## src/hdl/vip_pkg.sv

```systemverilog
// Package for the vectored interrupt priority block: vectors, levels, memory map
package vip_pkg;
  localparam int VEC_W       = 6;               // Vector number width
  localparam int NUM_VEC     = 46;              // Vectors 0..45
  localparam int LVL_W       = 2;               // Programmable level field width
  localparam int ADDR_W      = 24;              // Program word address width
  localparam int TGT_W       = 19;              // Reachable jump target width
  localparam int WORDS_PER_VEC_SH = 1;          // Two words per entry (shift)
  // Fixed vector numbers
  localparam logic [5:0] VEC_RESET      = 6'h00;
  localparam logic [5:0] VEC_WDOG       = 6'h01;
  localparam logic [5:0] VEC_CORE_LO    = 6'h02;
  localparam logic [5:0] VEC_CORE_HI    = 6'h05;
  localparam logic [5:0] VEC_DBG_LO     = 6'h06;
  localparam logic [5:0] VEC_DBG_HI     = 6'h0a;
  localparam logic [5:0] VEC_SW2        = 6'h0b;
  localparam logic [5:0] VEC_SW1        = 6'h0c;
  localparam logic [5:0] VEC_SW0        = 6'h0d;
  localparam logic [5:0] VEC_PERIPH_LO  = 6'h10;
  localparam logic [5:0] VEC_PLL        = 6'h11;
  localparam logic [5:0] VEC_FLASH_ERR  = 6'h12;
  localparam logic [5:0] VEC_FLASH_DONE = 6'h13;
  localparam logic [5:0] VEC_FLASH_EMPTY = 6'h14;
  localparam logic [5:0] VEC_SPI_RX     = 6'h1a;
  localparam logic [5:0] VEC_ADC_ZC     = 6'h2a;
  localparam logic [5:0] VEC_SW_LP      = 6'h2d;
  localparam logic [45:0] RESERVED_MASK = 46'h0006_0020_c000; // 14,15,21,33,34
  // Memory map, program word addresses
  localparam logic [23:0] VBP_RESET      = 24'h00_0000; // Entries 0, 1 land on reset fetches
  localparam logic [23:0] BOOT_ADDR      = 24'h00_0000;
  localparam logic [23:0] WDOG_ADDR      = 24'h00_0002;
  localparam logic [23:0] PROG_FLASH_END = 24'h00_1fff;
  localparam logic [23:0] PRAM_BASE      = 24'h00_8000;
  localparam logic [23:0] PRAM_END       = 24'h00_87ff;
  localparam logic [23:0] DRAM_BASE      = 24'h00_0000;
  // Effective level encoding: 0 none, 1 = level -1, 2..5 = levels 0..3
  localparam logic [2:0] ELVL_NONE = 3'h0;
  localparam logic [2:0] ELVL_LP   = 3'h1;
  localparam logic [2:0] ELVL_OFS  = 3'h2;
  localparam logic [2:0] ELVL_L3   = 3'h5;

  typedef enum logic [1:0] { VIP_IDLE, VIP_PRESENT } vip_state_e;
  // Winner toward the core
  typedef struct packed {
    logic              valid;
    logic [5:0]        vec;
    logic [2:0]        elvl;
    logic [23:0]       fetch_addr;
  } vip_req_s;
  // Memory space decode result
  typedef struct packed {
    logic        in_flash;
    logic        in_ram;
    logic [23:0] data_addr;
  } vip_map_s;
endpackage

```

## src/hdl/vip_top.sv

```systemverilog
// Vectored interrupt priority and vector fetch address logic
`timescale 1ns/1ps
module vip_top (
  // Clock, reset, enable
  input  wire logic                        clk,
  input  wire logic                        rst_b,
  input  wire logic                        clk_en,
  // Interrupt sources, one per vector, from same-clock logic
  input  wire logic [vip_pkg::NUM_VEC-1:0] irq_pend,
  // Programmed levels, two bits per vector, used where programmable
  input  wire logic [2*vip_pkg::NUM_VEC-1:0] irq_lvl,
  // Reset causes
  input  wire logic                        chip_rst_req,
  input  wire logic                        wdog_rst_req,
  // Core side
  input  wire logic [23:0]                 vector_base_pointer,
  input  wire logic [1:0]                  core_mask_lvl,
  input  wire logic                        core_ack,
  output vip_pkg::vip_req_s                req_out,
  // Jump target truncation and memory decode
  input  wire logic [23:0]                 jump_target,
  output logic [18:0]                      jump_target_lim,
  input  wire logic [23:0]                 prog_addr,
  output vip_pkg::vip_map_s                map_out
);
  import vip_pkg::*;

  // Effective level of one vector; used in the generate loop
  function automatic logic [2:0] eff_level(input logic [5:0] v, input logic [1:0] lvl);
    logic [2:0] r;
    r = ELVL_NONE;
    if (RESERVED_MASK[v])
      r = ELVL_NONE;
    else if (v >= VEC_CORE_LO && v <= VEC_CORE_HI)
      r = ELVL_L3;
    else if (v >= VEC_DBG_LO && v <= VEC_DBG_HI)
      r = ELVL_OFS + ((lvl == 2'h0) ? 3'h1 : 3'(lvl));
    else if (v == VEC_SW2)
      r = ELVL_OFS + 3'h2;
    else if (v == VEC_SW1)
      r = ELVL_OFS + 3'h1;
    else if (v == VEC_SW0)
      r = ELVL_OFS;
    else if (v == VEC_SW_LP)
      r = ELVL_LP;
    else if (v >= VEC_PERIPH_LO)
      r = ELVL_OFS + ((lvl == 2'h3) ? 3'h2 : 3'(lvl));
    return r;
  endfunction

  // Flattened effective levels; vectors 0 and 1 are resets, not interrupts
  logic [3*NUM_VEC-1:0] elvl_flat;   // Per-vector effective level
  logic [NUM_VEC-1:0]   pend_ok;     // Pending and at or above the core mask, or level -1 under mask 0
  genvar g;
  generate
    for (g = 0; g < NUM_VEC; g++) begin : g_lvl
      logic [2:0] el;
      // Source n sits at bit n: flash, SPI and converter keep their numbers
      assign el = (g <= VEC_WDOG) ? ELVL_NONE : eff_level(6'(g), irq_lvl[2*g +: 2]);
      assign elvl_flat[3*g +: 3] = el;
      // Level -1 passes only when the core mask is 0; any higher mask holds it off
      assign pend_ok[g] = irq_pend[g] && (el != ELVL_NONE) &&
                          ((el >= ELVL_OFS + 3'(core_mask_lvl)) || el == ELVL_LP && core_mask_lvl == 2'h0);
    end
  endgenerate

  // Arbitration
  logic       win_valid;  // A request survived
  logic [5:0] win_vec;    // Winning vector
  logic [2:0] win_elvl;   // Its level
  vip_arbiter #(.N(NUM_VEC)) u_arb (
    .pend      (pend_ok),
    .elvl_flat (elvl_flat),
    .win_valid (win_valid),
    .win_vec   (win_vec),
    .win_elvl  (win_elvl)
  );

  // Fetch address: base plus two words per entry
  function automatic logic [23:0] fetch_of(input logic [23:0] base, input logic [5:0] v);
    return base + {17'h0, v, 1'b0};
  endfunction

  // Presentation state: the winner is held stable until the core takes it
  vip_state_e state_r;
  vip_req_s   req_r;
  always_ff @(posedge clk) begin
    if (!rst_b) begin
      state_r <= VIP_IDLE;
      req_r   <= '0;
    end else if (clk_en) begin
      case (state_r)
        VIP_IDLE: begin
          // Resets take precedence over any interrupt
          if (chip_rst_req) begin
            req_r   <= '{1'b1, VEC_RESET, ELVL_L3, fetch_of(vector_base_pointer, VEC_RESET)};
            state_r <= VIP_PRESENT;
          end else if (wdog_rst_req) begin
            req_r   <= '{1'b1, VEC_WDOG, ELVL_L3, fetch_of(vector_base_pointer, VEC_WDOG)};
            state_r <= VIP_PRESENT;
          end else if (win_valid) begin
            req_r   <= '{1'b1, win_vec, win_elvl, fetch_of(vector_base_pointer, win_vec)};
            state_r <= VIP_PRESENT;
          end
        end
        VIP_PRESENT: begin
          // Drop once the core acknowledges; rearbitrate next cycle
          if (core_ack) begin
            req_r.valid <= 1'b0;
            state_r     <= VIP_IDLE;
          end
        end
        default: begin
          state_r <= VIP_IDLE;
          req_r   <= '0;
        end
      endcase
    end
  end
  assign req_out = req_r;

  // Jump target cut to its low 19 bits, registered; upper bits unreachable from the table
  always_ff @(posedge clk) begin
    if (!rst_b)
      jump_target_lim <= '0;
    else if (clk_en)
      jump_target_lim <= jump_target[TGT_W-1:0];
  end

  // Program address falls in the RAM overlay window
  function automatic logic in_pram(input logic [23:0] a);
    return (a >= PRAM_BASE) && (a <= PRAM_END);
  endfunction

  // Program space decode: flash low, RAM overlay mapped to data word 0
  always_ff @(posedge clk) begin
    if (!rst_b)
      map_out <= '0;
    else if (clk_en) begin
      map_out.in_flash  <= (prog_addr <= PROG_FLASH_END);
      map_out.in_ram    <= in_pram(prog_addr);
      map_out.data_addr <= in_pram(prog_addr) ?
                           (prog_addr - PRAM_BASE + DRAM_BASE) : '0;
    end
  end

  // Checks
  reserved_never_a: assert property (@(posedge clk) disable iff (!rst_b)
    req_out.valid |-> !RESERVED_MASK[req_out.vec]) else $error("reserved vector presented");
  fetch_addr_a: assert property (@(posedge clk) disable iff (!rst_b)
    $rose(req_out.valid) |-> req_out.fetch_addr == $past(vector_base_pointer) + {17'h0, req_out.vec, 1'b0})
    else $error("fetch address wrong");
  core_fixed_a: assert property (@(posedge clk) disable iff (!rst_b)
    req_out.valid && req_out.vec >= VEC_CORE_LO && req_out.vec <= VEC_CORE_HI |-> req_out.elvl == ELVL_L3)
    else $error("core exception level wrong");
  reset_vec_a: assert property (@(posedge clk) disable iff (!rst_b)
    $past(clk_en) && $past(state_r) == VIP_IDLE && $past(chip_rst_req) |-> req_out.vec == VEC_RESET)
    else $error("reset vector wrong");
  boot_align_a: assert property (@(posedge clk) disable iff (!rst_b)
    $rose(req_out.valid) && req_out.vec == VEC_WDOG && $past(vector_base_pointer) == VBP_RESET |->
    req_out.fetch_addr == WDOG_ADDR) else $error("watchdog entry misplaced");
  mask_gate_a: assert property (@(posedge clk) disable iff (!rst_b)
    $rose(req_out.valid) && req_out.vec > VEC_WDOG && req_out.elvl != ELVL_LP |->
    req_out.elvl >= ELVL_OFS + 3'($past(core_mask_lvl))) else $error("masked level presented");
  periph_lvl_a: assert property (@(posedge clk) disable iff (!rst_b)
    req_out.valid && req_out.vec >= VEC_PERIPH_LO && req_out.vec != VEC_SW_LP |->
    req_out.elvl <= ELVL_OFS + 3'h2) else $error("peripheral level above 2");
  dbg_lvl_a: assert property (@(posedge clk) disable iff (!rst_b)
    req_out.valid && req_out.vec >= VEC_DBG_LO && req_out.vec <= VEC_DBG_HI |->
    req_out.elvl >= ELVL_OFS + 3'h1) else $error("debug level below 1");
  ram_map_a: assert property (@(posedge clk) disable iff (!rst_b)
    $past(rst_b) && $past(clk_en) && $past(prog_addr) == PRAM_BASE |-> map_out.in_ram && map_out.data_addr == DRAM_BASE)
    else $error("ram overlay wrong");
  hold_a: assert property (@(posedge clk) disable iff (!rst_b)
    req_out.valid && !core_ack |=> req_out.valid && $stable(req_out.vec)) else $error("request dropped early");
endmodule

```

## src/hdl/vip_arbiter.sv

```systemverilog
// Combinational priority arbiter over pending vectors
`timescale 1ns/1ps
module vip_arbiter #(
  parameter int N = 46
) (
  // Inputs
  input  wire logic [N-1:0]   pend,
  input  wire logic [3*N-1:0] elvl_flat,
  // Result
  output logic                win_valid,
  output logic [5:0]          win_vec,
  output logic [2:0]          win_elvl
);
  import vip_pkg::*;
  // Vector numbers are six bits wide, so more than 64 sources cannot be named
  if (N < 1 || N > 64) begin : g_bad_n
    $error("vip_arbiter: N out of range");
  end
  // Scan from high vector down so the lowest number among equals wins
  always_comb begin
    win_valid = 1'b0;
    win_vec   = 6'h00;
    win_elvl  = ELVL_NONE;
    for (int i = N - 1; i >= 0; i--) begin
      // Strictly higher level wins; equal level goes to lower index
      if (pend[i] && (elvl_flat[3*i +: 3] >= win_elvl) && (elvl_flat[3*i +: 3] != ELVL_NONE)) begin
        win_valid = 1'b1;
        win_vec   = 6'(i);
        win_elvl  = elvl_flat[3*i +: 3];
      end
    end
  end
endmodule

```

## config.mk

```make
export PLATFORM = sky130hd
export DESIGN_NAME = vip_top
export DESIGN_NICKNAME = d
export VERILOG_FILES = /design/src/hdl/vip_pkg.sv /design/src/hdl/vip_top.sv /design/src/hdl/vip_arbiter.sv
export SDC_FILE = /design/constraint.sdc
export NUM_CORES = 1
export LEC_CHECK = 0
export BUFFER_PORTS_ARGS = -buffer_cell sky130_fd_sc_hd__buf_2
export CELL_PAD_IN_SITES_DETAIL_PLACEMENT = 2
export CELL_PAD_IN_SITES_GLOBAL_PLACEMENT = 2
export CORE_UTILIZATION = 29
export CTS_CLUSTER_SIZE = 20
export DETAILED_ROUTE_END_ITERATION = 12
export PLACE_DENSITY_LB_ADDON = 0.1
export SETUP_SLACK_MARGIN = 0.15
export SYNTH_ARGS = -nofsm -noshare
export SYNTH_HDL_FRONTEND = slang
export SYNTH_SLANG_ARGS = --single-unit
```

## constraint.sdc

```tcl
create_clock -name clk -period 69.2 [get_ports clk]
set_input_delay 13.84 -clock clk [delete_from_list [all_inputs] [get_ports clk]]
set_output_delay 13.84 -clock clk [all_outputs]
set_load 0.02 [all_outputs]
```

### Word level (Yosys, flattened, before mapping)

Index checks and enable logic that the tools add are counted.

| word-level totals | value |
|---|---|
| register bits after elaboration | 81 |
| logic and storage cells | 585 |

| operators by class | value |
|---|---|
| reduce and logical (&&, ||, !) cells | 243 |
| bitwise operators | 1 |
| equality and inequality tests | 60 |
| add/subtract/negate cells | 35 |
| mux-type cells | 160 |
| magnitude comparators | 77 |

Operators by type and width:

| operator | count |
|---|---|
| 6-bit 2-to-1 mux | 39 |
| 3-bit greater-or-equal comparator | 61 |
| 1-bit logical AND | 171 |
| 3-bit 2-to-1 mux | 38 |
| 34-bit 2-to-1 mux | 3 |
| 2-bit by 2-bit adder with 3-bit output (first input constant) | 32 |
| 3-bit by 1-bit == test with 1-bit output (second input constant) | 31 |
| 3-bit nonzero test | 31 |
| 2-bit 2-to-1 mux | 35 |
| 33-bit case mux with 2 select lines | 1 |
| 2-bit == test (second input constant) | 26 |
| 1-bit 2-to-1 mux | 41 |
| 1-bit logical OR | 32 |
| 24-bit by 2-bit adder with 24-bit output (second input constant) | 1 |
| 24-bit by 7-bit adder with 24-bit output | 1 |
| 24-bit by 16-bit greater-or-equal comparator with 1-bit output (second input constant) | 1 |
| 24-bit by 13-bit <= comparator with 1-bit output (second input constant) | 1 |
| 24-bit by 16-bit <= comparator with 1-bit output (second input constant) | 1 |
| 24-bit 2-to-1 mux | 1 |
| 24-bit by 16-bit subtractor with 24-bit output (second input constant) | 1 |
| 3-bit greater-or-equal comparator (first input constant) | 7 |
| 2-bit logical NOT | 7 |
| 2-bit by 3-bit greater-or-equal comparator with 1-bit output (first input constant) | 4 |
| 3-bit AND reduction | 2 |
| other kinds (8) | 8 |

### Depth between registers and ports, before layout

| depth | value |
|---|---|
| word-level depth | 156 |
| depth in mapped cells | 231 |

### By module

Synthesis repeated with hierarchy kept, for this count alone.

| second synthesis, totals | value |
|---|---|
| cell total of the unflattened synthesis | 1819 |
| area, all modules | 12590.8 µm² |

By module, submodules not included:

| module | times used | seq. area each (µm²) | cells an instance | area an instance (µm²) |
|---|---|---|---|---|
| vip_arbiter | 1 | 0.0 | 1182 | 7394.6 |
| vip_top | 1 | 1581.5 | 637 | 5196.2 |

### Least setup slack after synthesis

Ideal clock, no wire load.

| timing path | value |
|---|---|
| path type | in2reg |
| from | input port core_mask_lvl[1] |
| to | register req_r (netlist bit req_out[14]) |
| slack | 14914 ps |
| data required time | 69109 ps |
| arrival | 54195 ps |
| cell stages on the path | 216 |
| path buffers | 3 |
| cell sequence | inv_1 -> ha_1 -> o21a_1 -> and2_1 -> buf_6 -> mux2i_1 -> ha_1 -> nor2b_1 -> o21a_1 -> nor2_1 -> nor2_1 -> a21oi_1 -> ha_1 -> nor2b_1 -> nand2_1 -> and3_1 -> a22oi_1 -> mux2_2 -> [180 not listed] -> a21oi_1 -> nor2b_1 -> o221ai_1 -> mux2_2 -> ha_1 -> a21oi_1 -> nor2b_1 -> o221ai_1 -> nand2_1 -> a2111oi_0 -> nor2b_1 -> ha_1 -> a21o_1 -> nand4_1 -> a31oi_1 -> nor3_2 -> or3_1 -> a311oi_1 |

| on the way | value |
|---|---|
| longest elaborated chain between the ends | 155 |
| elaborated cells between the ends (all ways) | 370 |

Ends and longest elaborated chain:

| item | RTL line | text |
|---|---|---|
| from (decl) | vip_top.sv:17 | `input wire logic [1:0] core_mask_lvl,` |
| 2-bit by 2-bit adder with 3-bit output | vip_top.sv:63 | `((el >= ELVL_OFS + 3'(core_mask_lvl)) \|\| el == ELVL_LP && core_mask_lvl == 2'h0);` |
| 1-bit by 3-bit greater-or-equal comparator with 1-bit output | vip_top.sv:63 |  |
| 1-bit logical OR | vip_top.sv:63 |  |
| 1-bit logical AND | vip_top.sv:62 | `assign pend_ok[g] = irq_pend[g] && (el != ELVL_NONE) &&` |
| 1-bit 2-to-1 mux | vip_arbiter.sv:26 | `if (pend[i] && (elvl_flat[3*i +: 3] >= win_elvl) && (elvl_flat[3*i +: 3] != ELVL_NONE)) begin` |
| 3-bit by 1-bit greater-or-equal comparator with 1-bit output | vip_arbiter.sv:26 |  |
| 1-bit logical AND (2 in a row) | vip_arbiter.sv:26 |  |
| 3-bit 2-to-1 mux | vip_arbiter.sv:26 |  |
| [138 not listed] | -- |  |
| 3-bit greater-or-equal comparator | vip_arbiter.sv:26 |  |
| 1-bit logical AND | vip_arbiter.sv:26 |  |
| 6-bit 2-to-1 mux | vip_arbiter.sv:26 |  |
| 24-bit by 7-bit adder with 24-bit output | vip_top.sv:81 | `return base + {17'h0, v, 1'b0};` |
| 34-bit 2-to-1 mux | vip_top.sv:101 | `end else if (win_valid) begin` |
| 34-bit 2-to-1 mux | vip_top.sv:98 | `end else if (wdog_rst_req) begin` |
| 34-bit 2-to-1 mux | vip_top.sv:95 | `if (chip_rst_req) begin` |
| 33-bit case mux with 2 select lines | vip_top.sv:92 | `case (state_r)` |
| to (signal assigned) | vip_top.sv:96 | `req_r <= '{1'b1, VEC_RESET, ELVL_L3, fetch_of(vector_base_pointer, VEC_RESET)};` |
| to (signal assigned) | vip_top.sv:99 | `req_r <= '{1'b1, VEC_WDOG, ELVL_L3, fetch_of(vector_base_pointer, VEC_WDOG)};` |
| to (signal assigned) | vip_top.sv:102 | `req_r <= '{1'b1, win_vec, win_elvl, fetch_of(vector_base_pointer, win_vec)};` |
| to (decl) | vip_top.sv:86 | `vip_req_s req_r;` |

Parallel ways exist; a longest one is shown, timed or not. The select of a mux whose other input is x is not followed.
A chain may end at the register's enable or synchronous reset.

### Worst setup path after layout

| timing path | value |
|---|---|
| from | input port core_mask_lvl[1] |
| to | register req_r (netlist bit req_out[12]) |

The elaborated chain is that of the path after synthesis.

==> metrics.yaml <==
clock_tree:
  cts_hold_buffers: 0
  clk_pin_slew_worst_paths_ns: 0.06
  clock_sink_count: 79
  tritoncts_clock_tree: "built"
  cts_htree_levels: 3
  clockBufferDepth: 2
  cts_resized: 0
  cts_made_buffers: 9
  postCtsSetupRepairBufs: 0
  clockRootBuffer: "clkbuf_16"
  worstSkewPairLatency_ns: 0.34
power:
  switch_pwr_uw: 81.2
  power.static_leakage_nw: 5.21
  sequentialPowerShare_pct: 24.7
  combPwrFrac_pct: 50.4
  peakVddDrop_v: 0.0000112
  power_density_nw_per_um2: 17.7
  pwr-share-clk_pct: 24.9
  share_of_total_power_consumed_by_net_switching_pct: 41.3
  power_report.internal_total_uw: 115
synth:
  number_of_distinct_library_cells_after_synthesis: 105
  synth_top_cells_by_area: "dfxtp_1 17%, ha_1 15%, nand2_1 5.0%"
  share_of_flip_flops_with_an_asynchronous_set_or_reset_pct: 0
  netlist_area_um2: 9200
  post_synth_inst_count: 1222
  postSynthNetCount: 1552
  synthDominantCellAreaShare_pct: 17.2
  netlist_top_cells_count: "122 x nand2_1, 111 x ha_1, 111 x nor2_1, 84 x a21oi_1, 79 x dfxtp_1"
  ys.flop_type: "dfxtp_1"
  ys_seq_elements: 79
  yosys.area.top_type: "dfxtp_1"
  syn_avg_cell_area_um2: 7.53
  yosysMostFrequentCell: "nand2_1"
  synth_edf_count: 0
  ys_warn_count: 0
  yosysSeqAreaShare_pct: 17.2
layout:
  multiInputGateArea_um2: 7160
  post_layout_nonfiller_instances: 1839
  postLayoutCellArea_um2: 11100
  syn_to_final_growth_pct: 20.6
  fillerInstances: 3696
  share_of_final_layout_standard_cells_stronger_than_drive_strength_1_pct: 22.9
  finish.net_count: 1764
  register_area_um2: 1580
  finalCoreUtilization_pct: 35.9
route:
  routed_via_density: 5.39
  wl_per_cell_um: 18.3
  drc: 0
  drt_pass1_iterations: 6
  routed-via-count: 9905
  drt_iter0_markers: 274
  drtAntennaViolNets: 0
  totalWireLength_um: 33700
sta:
  grt_setup_unrepaired: "false"
  fin_worst_hold_slack_ns: 0.452
  setup_total_negative_slack_ns: 0
  final_period_demand_of_the_worst_path_ns: 61.77
  timing.final.max_slew_violations: 0
  slew-limit-headroom_pct: 26.4
  fin_skew_ns: 0.00898
  report.final.hold_viol_count: 0
  achievable_freq_ghz: 0.0162
  tightestPinTransition_ns: 1.09
  final.period_utilization_pct: 89.3
  setup-violations-final: 0
run_status:
  outcome: "finished, final reports clean"
die:
  start_util_pct: 29.8
  design.die.area_um2: 32400
  floorplan.die.width_um: 180
  top_level_i_o_count: 297
  floorplan.core_area_um2: 30900
  rows: 64
  die_h_um: 180
grt:
  grt_antenna_before_repair: 9
  number_of_global_route_vias_before_repair: 10486
  grt_pass1_wl_um: 54300
  largest_net_degree_at_the_start_of_global_routing: 48
  remaining_overflow_grt: 0
  grt.total_usage_pct: 20.4
critical_path:
  path_common_cell: "ha_1"
  slowest_stage: "o41ai_1"
  r2r_cells: 5
  setup.worst_path.start_class: "primary input"
  critical_path_max_stage_delay_ns: 0.97
  cp-end-kind: "flip-flop"
  worstPathMaxFanout: 32
  critical_path_arrival_ns: 62.01
  worstPathRequired_ns: 69.44
  worstSetupPathType: "in2reg"
hold_path:
  min_delay_path_depth: 2
  worst_hold_path_type: "reg2reg"
place:
  place.detailed.hpwl_um: 27800
  place_inst: 1819
  gp_routability_congestion: 0.820
  buffer_ports.inserted: 254
  postPlaceCellArea_um2: 10800
job:
  max-cap-violations: 0
flip-flops by register name, summed over array words and instances, names as in the netlist:
register         count
jump_target_lim     19
req_out             34
map_out             26
cell type report:
cell class                 instances  area share, %
clock inverter                     7          0.722
tap                              396           4.47
sequential                        79           14.3
antenna                            4         0.0902
timing repair buffer             260           11.9
clock buffer                       9           2.03
inverter                          60           2.03
multi-input combinational       1024           64.5
layer usage:
layer | vias up | wire length, µm | GRT usage (%)
li1 | 4906 | - | -
met5 | - | 69 | 0
met4 | 10 | 220 | 3.97
met3 | 25 | 1090 | 2.57
met1 | 4778 | 15700 | 25.4
met2 | 186 | 16700 | 37.4
cells in the final DEF (no fill, tap or decap), types with 14 or more instances in the layout:
master    netlist  final
a21o_1         18     18
a21oi_1        84     84
a31oi_1        19     19
and2_1         33     33
and3_1         16     16
buf_2           3    254
dfxtp_1        79     79
ha_1          111    111
inv_1          59     59
mux2i_1        26     26
nand2_1       122    122
nand2b_1       69     69
nand3_1        24     24
nand4_1        14     14
nor2_1        111    111
nor2b_1        36     36
nor3_1         16     16
o211ai_1       15     15
o21ai_0        57     57
xor2_1         15     15
metrics by stage:
step | power [mW] | setup WS, ns
3_5_place_dp | 0.150 | 6.82
6_report | 0.196 | 7.43
2_1_floorplan | 0.120 | 14.91
4_1_cts | 0.200 | 6.95
5_1_grt | 0.213 | 2.97
3_3_place_gp | 0.146 | 7.62
kinds of logic (layout without fill, tap and decap cells):
family / count (synthesis) / after routing / share of synthesized area (%)
muxes: 31 / 31 / 3.48
xor gates and xnor gates: 16 / 16 / 1.52
adders and majority gates: 118 / 118 / 16.0
and+or+nand+nor: 482 / 482 / 26.9
other: 0 / 4 / 0
buffers and inverters: 119 / 336 / 5.12
AOI/OAI and AO/OA: 377 / 377 / 29.8
DFF: 79 / 79 / 17.2
critical path: cells and delay by family:
kind                     cells  cell delay, ns
adder cells (fa/ha/maj)     36            9.75
AO/OA/AOI/OAI               85           21.80
buffers and inverters       10            1.00
multiplexers                 5            1.76
AND/OR/NAND/NOR             80           13.88
power by group through the flow:
stage	logic, mW	clock network, mW	registers [mW]
2_1_floorplan	0.0675	0	0.0520
3_3_place_gp	0.0962	0	0.0494
3_5_place_dp	0.100	0	0.0496
4_1_cts	0.101	0.0504	0.0486
5_1_grt	0.113	0.0519	0.0488
6_report	0.0990	0.0490	0.0485
final timing paths:
kind	slack [ns]	start	end
max	7.43	core_mask_lvl[1]	req_out[12]$_SDFFE_PN0P_
min	0.45	map_out[21]$_SDFFE_PN0P_	map_out[21]$_SDFFE_PN0P_
max reg2reg	67.42	req_out[33]$_SDFFE_PN0P_	req_out[12]$_SDFFE_PN0P_
min reg2reg	0.45	map_out[21]$_SDFFE_PN0P_	map_out[21]$_SDFFE_PN0P_
No activity file was read; power rests on OpenSTA's default activity.
